## config.mk

```make
export PLATFORM = sky130hd
export DESIGN_NAME = supervisor_trap_state_csrs
export DESIGN_NICKNAME = d
export VERILOG_FILES = /design/src/verilog/sup_trap_pkg.sv /design/src/verilog/supervisor_trap_state_csrs.sv /design/src/verilog/trap_value_select.sv
export VERILOG_INCLUDE_DIRS = /design/src /design/src/verilog
export SDC_FILE = /design/constraint.sdc
export NUM_CORES = 1
export LEC_CHECK = 0
export ABC_AREA = 1
export BUFFER_PORTS_ARGS = -buffer_cell sky130_fd_sc_hd__buf_2
export CAP_MARGIN = 15
export CORE_ASPECT_RATIO = 0.7
export CORE_MARGIN = 4
export CORE_UTILIZATION = 30
export DETAILED_ROUTE_END_ITERATION = 12
export SYNTH_ARGS = -nofsm -noshare
export SYNTH_HDL_FRONTEND = slang
export SYNTH_SLANG_ARGS = --single-unit
```

## constraint.sdc

```tcl
create_clock -name i_clk_sys -period 2.5 [get_ports i_clk_sys]
set_clock_uncertainty 0.15 [all_clocks]
set_input_delay 0.125 -clock i_clk_sys [delete_from_list [all_inputs] [get_ports i_clk_sys]]
set_output_delay 0.125 -clock i_clk_sys [all_outputs]
set_load 0.03 [all_outputs]
```

## src/verilog/sup_trap_defs.svh

```systemverilog
// Offsets, field positions and codes of the supervisor trap state block.
`ifndef SUP_TRAP_DEFS_SVH
`define SUP_TRAP_DEFS_SVH
// ==========================================================================
// Register byte offsets on the AXI4-Lite slave.
`define OFF_EPC_LO 6'h00
`define OFF_EPC_HI 6'h04
`define OFF_CAUSE_LO 6'h08
`define OFF_CAUSE_HI 6'h0C
`define OFF_TVAL_LO 6'h10
`define OFF_TVAL_HI 6'h14
`define OFF_ENVCFG_LO 6'h18
`define OFF_ENVCFG_HI 6'h1C
`define OFF_CTRL 6'h20
`define OFF_UNMAPPED 6'h3C
// ==========================================================================
// Field positions.
`define CAUSE_CODE_W 6
`define IO_FENCE_INCLUDES_MEMORY_BIT 0
`define CTRL_ALIGN32_BIT 0
// ==========================================================================
// Interrupt codes.
`define IRQ_SUP_SOFT 6'h01
`define IRQ_SUP_TIMER 6'h05
`define IRQ_SUP_EXT 6'h09
// ==========================================================================
// Exception codes.
`define EXC_INSN_MISALIGN 6'h00
`define EXC_INSN_ACCESS 6'h01
`define EXC_ILLEGAL 6'h02
`define EXC_BREAKPOINT 6'h03
`define EXC_LOAD_MISALIGN 6'h04
`define EXC_LOAD_ACCESS 6'h05
`define EXC_STORE_MISALIGN 6'h06
`define EXC_STORE_ACCESS 6'h07
`define EXC_USER_CALL 6'h08
`define EXC_SUP_CALL 6'h09
`define EXC_INSN_PAGE 6'h0C
`define EXC_LOAD_PAGE 6'h0D
`define EXC_STORE_PAGE 6'h0F
// ==========================================================================
// AXI responses.
`define RESP_OKAY 2'h0
`define RESP_SLVERR 2'h2
`endif

```

## src/verilog/sup_trap_pkg.sv

```systemverilog
// Types shared by the supervisor trap state block.
package sup_trap_pkg;
  typedef logic [63:0] xword_t;
  typedef enum logic [1:0] {
    WR_IDLE = 2'b00,
    WR_RESP = 2'b01
  } wr_state_t;
endpackage

```

## src/verilog/supervisor_trap_state_csrs.sv

```systemverilog
// Supervisor trap state and environment configuration registers with an AXI4-Lite slave.
//
// Our own choices: the AXI4-Lite interface to the registers and the placing of the registers.
`timescale 1ns/100ps
`include "sup_trap_defs.svh"
module supervisor_trap_state_csrs #(
  parameter int XLEN = 64,
  parameter int INSN_LEN = 32,
  parameter bit ALIGN_SWITCHABLE = 1'b1,
  parameter bit HAS_TRANSLATION = 1'b1,
  parameter bit REPORT_INSN = 1'b1
) (
  input wire logic i_clk_sys,                       // System clock
  input wire logic i_rst,                           // Synchronous reset, active high
  input wire logic i_trap_valid,                    // Trap into supervisor mode this cycle
  input wire logic i_trap_interrupt,                // Trap is an interrupt
  input wire logic [5:0] i_trap_code,               // Exception or interrupt code
  input wire logic [XLEN-1:0] i_trap_pc,            // Interrupted instruction address
  input wire logic [XLEN-1:0] i_trap_addr,          // Faulting virtual address
  input wire logic [XLEN-1:0] i_trap_insn,          // Faulting instruction bits
  input wire logic i_fence_pred_input,              // User fence predecessor input bit
  input wire logic i_fence_pred_output,             // User fence predecessor output bit
  input wire logic i_fence_succ_input,              // User fence successor input bit
  input wire logic i_fence_succ_output,             // User fence successor output bit
  input wire logic i_amo_io_ordered,                // User atomic to I/O with acquire or release
  input wire logic [31:0] s_axi_awaddr,             // Write address
  input wire logic s_axi_awvalid,                   // Write address valid
  output logic s_axi_awready,                       // Write address ready
  input wire logic [31:0] s_axi_wdata,              // Write data
  input wire logic [3:0] s_axi_wstrb,               // Write strobes
  input wire logic s_axi_wvalid,                    // Write data valid
  output logic s_axi_wready,                        // Write data ready
  output logic [1:0] s_axi_bresp,                   // Write response
  output logic s_axi_bvalid,                        // Write response valid
  input wire logic s_axi_bready,                    // Write response ready
  input wire logic [31:0] s_axi_araddr,             // Read address
  input wire logic s_axi_arvalid,                   // Read address valid
  output logic s_axi_arready,                       // Read address ready
  output logic [31:0] s_axi_rdata,                  // Read data
  output logic [1:0] s_axi_rresp,                   // Read response
  output logic s_axi_rvalid,                        // Read data valid
  input wire logic s_axi_rready,                    // Read data ready
  output logic [XLEN-1:0] o_return_pc,              // Masked exception PC for trap return
  output logic o_pred_memory_read,                  // Widened fence: predecessor memory reads
  output logic o_pred_memory_write,                 // Widened fence: predecessor memory writes
  output logic o_succ_memory_read,                  // Widened fence: successor memory reads
  output logic o_succ_memory_write,                 // Widened fence: successor memory writes
  output logic o_amo_order_memory                   // Atomic also ordered against memory
);
  import sup_trap_pkg::*;

  // ==========================================================================
  // Architectural state.
  logic [XLEN-1:0] supervisor_exception_pc;
  logic cause_interrupt;
  logic [`CAUSE_CODE_W-1:0] cause_code;
  logic [XLEN-1:0] supervisor_trap_value;
  logic io_fence_includes_memory;
  logic align32;
  logic [XLEN-1:0] next_trap_value;
  logic [XLEN-1:0] epc_view;
  logic [XLEN-1:0] cause_view;
  logic [XLEN-1:0] envcfg_view;

  // Bit one is stored but hidden whenever 32-bit alignment is in force.
  always_comb begin
    epc_view = supervisor_exception_pc;
    epc_view[0] = 1'b0;
    if (!ALIGN_SWITCHABLE || align32) begin
      epc_view[1] = 1'b0;
    end
  end

  always_comb begin
    cause_view = '0;
    cause_view[XLEN-1] = cause_interrupt;
    cause_view[`CAUSE_CODE_W-1:0] = cause_code;
    envcfg_view = '0;
    envcfg_view[`IO_FENCE_INCLUDES_MEMORY_BIT] = io_fence_includes_memory;
  end

  trap_value_select #(
    .XLEN(XLEN),
    .INSN_LEN(INSN_LEN),
    .REPORT_INSN(REPORT_INSN)
  ) u_tval (
    .i_interrupt(i_trap_interrupt),
    .i_code(i_trap_code),
    .i_addr(i_trap_addr),
    .i_insn(i_trap_insn),
    .o_value(next_trap_value)
  );

  // ==========================================================================
  // AXI4-Lite write channel.
  wr_state_t wr_state;
  logic aw_held;
  logic w_held;
  logic [5:0] wr_addr;
  logic [31:0] wr_data;
  logic [3:0] wr_strb;
  logic wr_fire;
  logic wr_hit;

  assign wr_fire = (wr_state == WR_IDLE) && aw_held && w_held;

  always_comb begin
    case (wr_addr)
      `OFF_EPC_LO, `OFF_EPC_HI, `OFF_CAUSE_LO, `OFF_CAUSE_HI, `OFF_TVAL_LO, `OFF_TVAL_HI,
      `OFF_ENVCFG_LO, `OFF_ENVCFG_HI, `OFF_CTRL: wr_hit = 1'b1;
      default: wr_hit = 1'b0;
    endcase
  end

  // Address and data are latched independently so either may arrive first.
  always_ff @(posedge i_clk_sys) begin
    if (i_rst) begin
      aw_held <= 1'b0;
      wr_addr <= 6'h00;
      s_axi_awready <= 1'b0;
    end else begin
      s_axi_awready <= 1'b0;
      if (s_axi_awvalid && s_axi_awready) begin
        aw_held <= 1'b1;
        // An address beyond the register window is parked on an unmapped offset, so it draws an
        // error response instead of aliasing onto a live register.
        if (s_axi_awaddr[31:6] == 26'h0000000) begin
          wr_addr <= {s_axi_awaddr[5:2], 2'b00};
        end else begin
          wr_addr <= `OFF_UNMAPPED;
        end
      end else if (wr_fire) begin
        aw_held <= 1'b0;
      end else if (!aw_held && s_axi_awvalid && wr_state == WR_IDLE) begin
        s_axi_awready <= 1'b1;
      end
    end
  end

  always_ff @(posedge i_clk_sys) begin
    if (i_rst) begin
      w_held <= 1'b0;
      wr_data <= 32'h00000000;
      wr_strb <= 4'h0;
      s_axi_wready <= 1'b0;
    end else begin
      s_axi_wready <= 1'b0;
      if (s_axi_wvalid && s_axi_wready) begin
        w_held <= 1'b1;
        wr_data <= s_axi_wdata;
        wr_strb <= s_axi_wstrb;
      end else if (wr_fire) begin
        w_held <= 1'b0;
      end else if (!w_held && s_axi_wvalid && wr_state == WR_IDLE) begin
        s_axi_wready <= 1'b1;
      end
    end
  end

  // No new address or data is taken while a response is outstanding, which keeps one write in flight.
  always_ff @(posedge i_clk_sys) begin
    if (i_rst) begin
      s_axi_bvalid <= 1'b0;
      s_axi_bresp <= `RESP_OKAY;
      wr_state <= WR_IDLE;
    end else begin
      case (wr_state)
        WR_IDLE: begin
          if (wr_fire) begin
            s_axi_bvalid <= 1'b1;
            s_axi_bresp <= wr_hit ? `RESP_OKAY : `RESP_SLVERR;
            wr_state <= WR_RESP;
          end
        end
        WR_RESP: begin
          if (s_axi_bready) begin
            s_axi_bvalid <= 1'b0;
            wr_state <= WR_IDLE;
          end
        end
        default: begin
          wr_state <= WR_IDLE;
        end
      endcase
    end
  end

  function automatic logic [31:0] merge(input logic [31:0] old, input logic [31:0] nw, input logic [3:0] st);
    logic [31:0] r;
    r = old;
    for (int b = 0; b < 4; b++) begin
      if (st[b]) begin
        r[b*8 +: 8] = nw[b*8 +: 8];
      end
    end
    return r;
  endfunction

  // ==========================================================================
  // Register updates: a trap in the same cycle as a software write wins.
  always_ff @(posedge i_clk_sys) begin
    if (i_rst) begin
      supervisor_exception_pc <= '0;
    end else if (i_trap_valid) begin
      supervisor_exception_pc <= {i_trap_pc[XLEN-1:1], 1'b0};
    end else if (wr_fire && wr_addr == `OFF_EPC_LO) begin
      supervisor_exception_pc[31:0] <= merge(supervisor_exception_pc[31:0], wr_data, wr_strb) & 32'hFFFFFFFE;
    end else if (wr_fire && wr_addr == `OFF_EPC_HI) begin
      supervisor_exception_pc[XLEN-1:32] <= merge(supervisor_exception_pc[XLEN-1:32], wr_data, wr_strb);
    end
  end

  always_ff @(posedge i_clk_sys) begin
    if (i_rst) begin
      cause_interrupt <= 1'b0;
      cause_code <= '0;
    end else if (i_trap_valid) begin
      cause_interrupt <= i_trap_interrupt;
      cause_code <= i_trap_code;
    end else if (wr_fire && wr_addr == `OFF_CAUSE_LO && wr_strb[0]) begin
      cause_code <= wr_data[`CAUSE_CODE_W-1:0];
    end else if (wr_fire && wr_addr == `OFF_CAUSE_HI && wr_strb[3]) begin
      cause_interrupt <= wr_data[31];
    end
  end

  always_ff @(posedge i_clk_sys) begin
    if (i_rst) begin
      supervisor_trap_value <= '0;
    end else if (i_trap_valid) begin
      supervisor_trap_value <= next_trap_value;
    end else if (wr_fire && wr_addr == `OFF_TVAL_LO) begin
      supervisor_trap_value[31:0] <= merge(supervisor_trap_value[31:0], wr_data, wr_strb);
    end else if (wr_fire && wr_addr == `OFF_TVAL_HI) begin
      supervisor_trap_value[XLEN-1:32] <= merge(supervisor_trap_value[XLEN-1:32], wr_data, wr_strb);
    end
  end

  always_ff @(posedge i_clk_sys) begin
    if (i_rst) begin
      io_fence_includes_memory <= 1'b0;
    end else if (wr_fire && wr_addr == `OFF_ENVCFG_LO && wr_strb[0]) begin
      io_fence_includes_memory <= HAS_TRANSLATION ? wr_data[`IO_FENCE_INCLUDES_MEMORY_BIT] : 1'b0;
    end
  end

  // Alignment is a software knob here; it changes only what reads of the exception PC and o_return_pc show.
  always_ff @(posedge i_clk_sys) begin
    if (i_rst) begin
      align32 <= 1'b0;
    end else if (wr_fire && wr_addr == `OFF_CTRL && wr_strb[0]) begin
      align32 <= wr_data[`CTRL_ALIGN32_BIT];
    end
  end

  // ==========================================================================
  // Fence and atomic ordering widening for user mode.
  always_ff @(posedge i_clk_sys) begin
    if (i_rst) begin
      o_pred_memory_read <= 1'b0;
      o_pred_memory_write <= 1'b0;
      o_succ_memory_read <= 1'b0;
      o_succ_memory_write <= 1'b0;
      o_amo_order_memory <= 1'b0;
    end else begin
      o_pred_memory_read <= io_fence_includes_memory & i_fence_pred_input;
      o_pred_memory_write <= io_fence_includes_memory & i_fence_pred_output;
      o_succ_memory_read <= io_fence_includes_memory & i_fence_succ_input;
      o_succ_memory_write <= io_fence_includes_memory & i_fence_succ_output;
      o_amo_order_memory <= io_fence_includes_memory & i_amo_io_ordered;
    end
  end

  // The trap-return path reads through the same mask as software, so a hidden bit one never
  // leaks into the return address.
  always_ff @(posedge i_clk_sys) begin
    if (i_rst) begin
      o_return_pc <= '0;
    end else begin
      o_return_pc <= epc_view;
    end
  end

  // ==========================================================================
  // AXI4-Lite read channel: one read at a time, answered the cycle after acceptance.
  logic [31:0] rd_word;
  logic rd_hit;
  always_comb begin
    rd_hit = 1'b1;
    case ({s_axi_araddr[5:2], 2'b00})
      `OFF_EPC_LO: rd_word = epc_view[31:0];
      `OFF_EPC_HI: rd_word = epc_view[XLEN-1:32];
      `OFF_CAUSE_LO: rd_word = cause_view[31:0];
      `OFF_CAUSE_HI: rd_word = cause_view[XLEN-1:32];
      `OFF_TVAL_LO: rd_word = supervisor_trap_value[31:0];
      `OFF_TVAL_HI: rd_word = supervisor_trap_value[XLEN-1:32];
      `OFF_ENVCFG_LO: rd_word = envcfg_view[31:0];
      `OFF_ENVCFG_HI: rd_word = envcfg_view[XLEN-1:32];
      `OFF_CTRL: rd_word = {31'h00000000, align32};
      default: begin
        rd_word = 32'h00000000;
        rd_hit = 1'b0;
      end
    endcase
    if (s_axi_araddr[31:6] != 26'h0000000) begin
      rd_hit = 1'b0;
      rd_word = 32'h00000000;
    end
  end

  always_ff @(posedge i_clk_sys) begin
    if (i_rst) begin
      s_axi_arready <= 1'b0;
      s_axi_rvalid <= 1'b0;
      s_axi_rdata <= 32'h00000000;
      s_axi_rresp <= `RESP_OKAY;
    end else begin
      s_axi_arready <= 1'b0;
      if (s_axi_arvalid && s_axi_arready) begin
        s_axi_rvalid <= 1'b1;
        s_axi_rdata <= rd_word;
        s_axi_rresp <= rd_hit ? `RESP_OKAY : `RESP_SLVERR;
      end else if (s_axi_rvalid && s_axi_rready) begin
        s_axi_rvalid <= 1'b0;
      end else if (s_axi_arvalid && !s_axi_rvalid) begin
        s_axi_arready <= 1'b1;
      end
    end
  end
endmodule

```

## src/verilog/trap_value_select.sv

```systemverilog
// Trap value selection for one trap entry.
`timescale 1ns/100ps
`include "sup_trap_defs.svh"
module trap_value_select #(
  parameter int XLEN = 64,
  parameter int INSN_LEN = 32,
  parameter bit REPORT_INSN = 1'b1
) (
  input wire logic i_interrupt,         // Trap is an interrupt
  input wire logic [5:0] i_code,        // Exception code
  input wire logic [XLEN-1:0] i_addr,   // Faulting portion virtual address
  input wire logic [XLEN-1:0] i_insn,   // Faulting instruction bits, left as fetched
  output logic [XLEN-1:0] o_value       // Value to store
);
  localparam int N = (XLEN < INSN_LEN) ? XLEN : INSN_LEN;
  logic [XLEN-1:0] insn_mask;
  assign insn_mask = (N >= XLEN) ? {XLEN{1'b1}} : ((XLEN'(1) << N) - XLEN'(1));
  always_comb begin
    o_value = '0;
    if (!i_interrupt) begin
      case (i_code)
        `EXC_INSN_MISALIGN, `EXC_INSN_ACCESS, `EXC_BREAKPOINT, `EXC_LOAD_MISALIGN, `EXC_LOAD_ACCESS,
        `EXC_STORE_MISALIGN, `EXC_STORE_ACCESS, `EXC_INSN_PAGE, `EXC_LOAD_PAGE, `EXC_STORE_PAGE: begin
          o_value = i_addr;
        end
        `EXC_ILLEGAL: begin
          o_value = REPORT_INSN ? (i_insn & insn_mask) : '0;
        end
        default: begin
          o_value = '0;
        end
      endcase
    end
  end
endmodule

```

==> results.toml <==
[setup_path]
cp.arrival_ps = 2680
cp-start-kind = "input port"
cp-end-kind = "flop"
critPathSlowestCell = "dlygate4sd3_1"
crit_path_max_incr_delay_ps = 640
cp_num_buf_inv = 4
crit_family = "buffers and inverters"
path_class = "in -> reg"
crit_chain = "dlygate4sd3_1, buf_2, nor2_1, nand3_1, nor2_4, buf_4, nand2_1, a21oi_1, dlygate4sd3_1, nor2_1, nor2_1"
crit_required_ps = 2800
critPathMostFrequentCell = "nor2_1"
critPathMaxFanout = 8

[die]
chipHeight_um = 181.9
io_pins = 422
die_area_mm2 = 0.04666
row_count = 63
start_util_pct = 30.51
core_area_mm2 = 0.04249
die_x_um = 256.5

[routing]
dr.pass1.iters = 7
routed_wl_mm = 55.54
drc_errors = 0
vias_per_cell = 4.850
via_count = 14920
drt_iter0_drc = 1369
wl_per_cell_um = 18.05
antenna_left = 0

[clock_tree]
cts_buffers = 34
clk_latency_ps = 520
cts_htree_levels = 2
clk_path_buf_depth = 3
clock_sinks = 285
cts_tree = "yes"
cts.reportedPaths.clkPinSlew_ps = 60
cts_resized = 0
cts_root_buffer = "clkbuf_16"

[flow_run]
cap_viol_max_count = 0

[synthesis]
ys_seq_elements = 285
ys_async_sr_fraction_pct = 0
synth_edf_count = 0
avgSynthCellArea_um2 = 6.787
yosysUniqueCellTypes = 33
synth_top_family_by_area = "simple AND/OR/NAND/NOR gates"
synth_area_mm2 = 0.01296
synth-simple-area-share_pct = 35.50
synth_fa_ha_area_share_pct = 0
synth_ff_type = "dfxtp_1"
synthMuxAreaShare_pct = 0
synth-compound-area-share_pct = 11.30
synth_xor_area_share_pct = 0
ys_warn_count = 0
syn_inst = 1910
yosysSeqAreaShare_pct = 44.01

[status]
status = "finished clean"

[grt]
antenna_found_initial = 11
grt_overflow = 0
track_usage_pct = 22.78
grt_pass1_wl_mm = 83.79
grt_pass1_vias = 14740
grt_max_degree = 72

[timing]
post-route-min-period_ps = 2375
relSlewSlack_pct = 47.32
post-route-period-util_pct = 95.01
fin_ws_ps = 124.8
worst_slew_pin_slew_ps = 789.4
hold_violations = 0
rsz0062_at_grt = "false"
setup_viol = 0
drv_slew = 0
fin_setup_tns_ps = 0
fmax_ghz = 0.4210

[place]
gp_congestion = 0.9366
io_buffers = 381
dp_slack_ps = 392.0
hpwl_mm = 39.34

[finish]
syn_to_final_growth_pct = 46.58
nNetsFinal = 2802
final_layout_size_suffix_gt1_share_pct = 21.48
fill_cells = 4331

[power]
swShare_pct = 26.26
max-vdd-ir-drop_uv = 329.5
p_comb_share_pct = 14.4
p_seq_share_pct = 40.6
total_leakage_power_nw = 8.706
net-switching-power_mw = 3.181
powerDensity_mw_per_mm2 = 637.4
p_int_mw = 8.932
p_clk_share_pct = 45.0

[worst_hold_path]
hp-class = "in -> reg"
-- what timing repair did --
action / 4_1_cts / 5_1_grt
hold buffers: 226 / 0
endpoints found under the hold margin: 184 / 0
setup endpoints to repair: 0 / 12
buffers inserted: 0 / 19
-- Yosys cell counts (4+ instances only) --
library cell | number | area, µm²
nor2_2 | 7 | 43.79
nor2_1 | 436 | 1637
inv_2 | 7 | 26.28
o21ai_0 | 100 | 500.5
buf_6 | 10 | 112.6
buf_2 | 37 | 185.2
o21ai_1 | 8 | 40.04
or2_2 | 5 | 31.28
nand2_1 | 357 | 1340
buf_4 | 16 | 120.1
a21oi_1 | 165 | 825.8
nand4_1 | 27 | 168.9
clkbuf_1 | 44 | 165.2
a21oi_4 | 4 | 65.06
nand3_1 | 209 | 1046
nor2_4 | 21 | 236.5
buf_1 | 9 | 33.78
inv_1 | 144 | 540.5
nor3_1 | 6 | 30.03
dfxtp_1 | 285 | 5705
-- final timing paths --
path              slack [ps]  depth (start not counted)                       start                          end
setup / recovery         120                         11              i_trap_code[0]     supervisor_trap_value[7]
hold / removal             6                          4                       i_rst  supervisor_exception_pc[38]
setup reg to reg         210                          9                     aw_held   supervisor_exception_pc[4]
hold reg to reg          280                          2  supervisor_exception_pc[8]               o_return_pc[8]
-- per-stage QoR --
step	total power [mW]	area (µm²)	util (%)	hold slack (ps)	instances
6_report	12.11	19000	44.72	5.956	3076
5_1_grt	12.63	18990	44.71	41.64	3073
4_1_cts	12.19	18800	44.24	2.527	3047
3_5_place_dp	6.432	15310	36.03	212.2	2761
3_3_place_gp	6.414	15310	36.03	202.3	2761
2_1_floorplan	5.855	12970	-	97.74	1912
-- cell families after synthesis --
logic type,after synthesis
AND/OR/NAND/NOR,1075
flip-flops,285
AO/OA/AOI/OAI,281
buffers and inverters,268
other,1
-- worst min-delay path, delay by kind of cell --
family / cells / cell delay [ps]
AND/OR/NAND/NOR: 2 / 180
buffers and inverters: 2 / 300
-- power groups by stage --
stage / registers, mW / logic [mW] / clock network, mW
after floorplan: 5.08 / 0.780 / 0
after global placement: 5.01 / 1.40 / 0
after detailed placement: 5.02 / 1.41 / 0
after CTS: 4.92 / 1.69 / 5.58
after global routing: 4.95 / 1.92 / 5.76
final: 4.92 / 1.74 / 5.45
-- flip-flops by register name (all words and copies together) (netlist names), 4 cells and up --
register and flops:
supervisor_trap_value 64, wr_addr 4, cause_code 6, supervisor_exception_pc 63
wr_strb 4, o_return_pc 63, wr_data 32, s_axi_rdata 32
-- layer usage --
layer / up-vias / wire length, µm / global-route usage (%)
met1: 6831 / 24470 / 30.66
met5: - / 21 / 0
met2: 700 / 24760 / 36.55
li1: 7262 / - / -
met3: 123 / 4568 / 4.824
met4: 4 / 1715 / 7.610
-- layout make-up --
type	instances	area (µm²)	share of cell area [%]
antenna	10	25.02	0.1317
clock buffer	46	997.2	5.248
clock inverter	14	230.2	1.212
inverter	152	573.1	3.016
multi-input combinational	1359	6123	32.22
sequential	285	5705	30.03
tap	552	690.7	3.635
timing repair buffer	658	4657	24.51
-- cell usage in the layout, fill, tap and decap left out, types with 2 or more instances in the layout --
cell,n
a21oi_1,165
inv_2,7
nand3_1,209
or2_2,5
clkbuf_1,3
o21ai_0,100
buf_2,379
nor3_1,6
buf_4,45
dlygate4sd3_1,226
nand2_1,356
conb_1,3
inv_6,2
inv_1,143
nor2_2,3
o21ai_1,8
bufinv_16,6
clkinv_2,5
nor2_1,435
diode_2,10
nand4_1,27
clkbuf_16,35
clkbuf_8,8
a21oi_4,5
dfxtp_1,285
nor2_4,26
buf_12,8
Power figures use the tool's default switching activity.
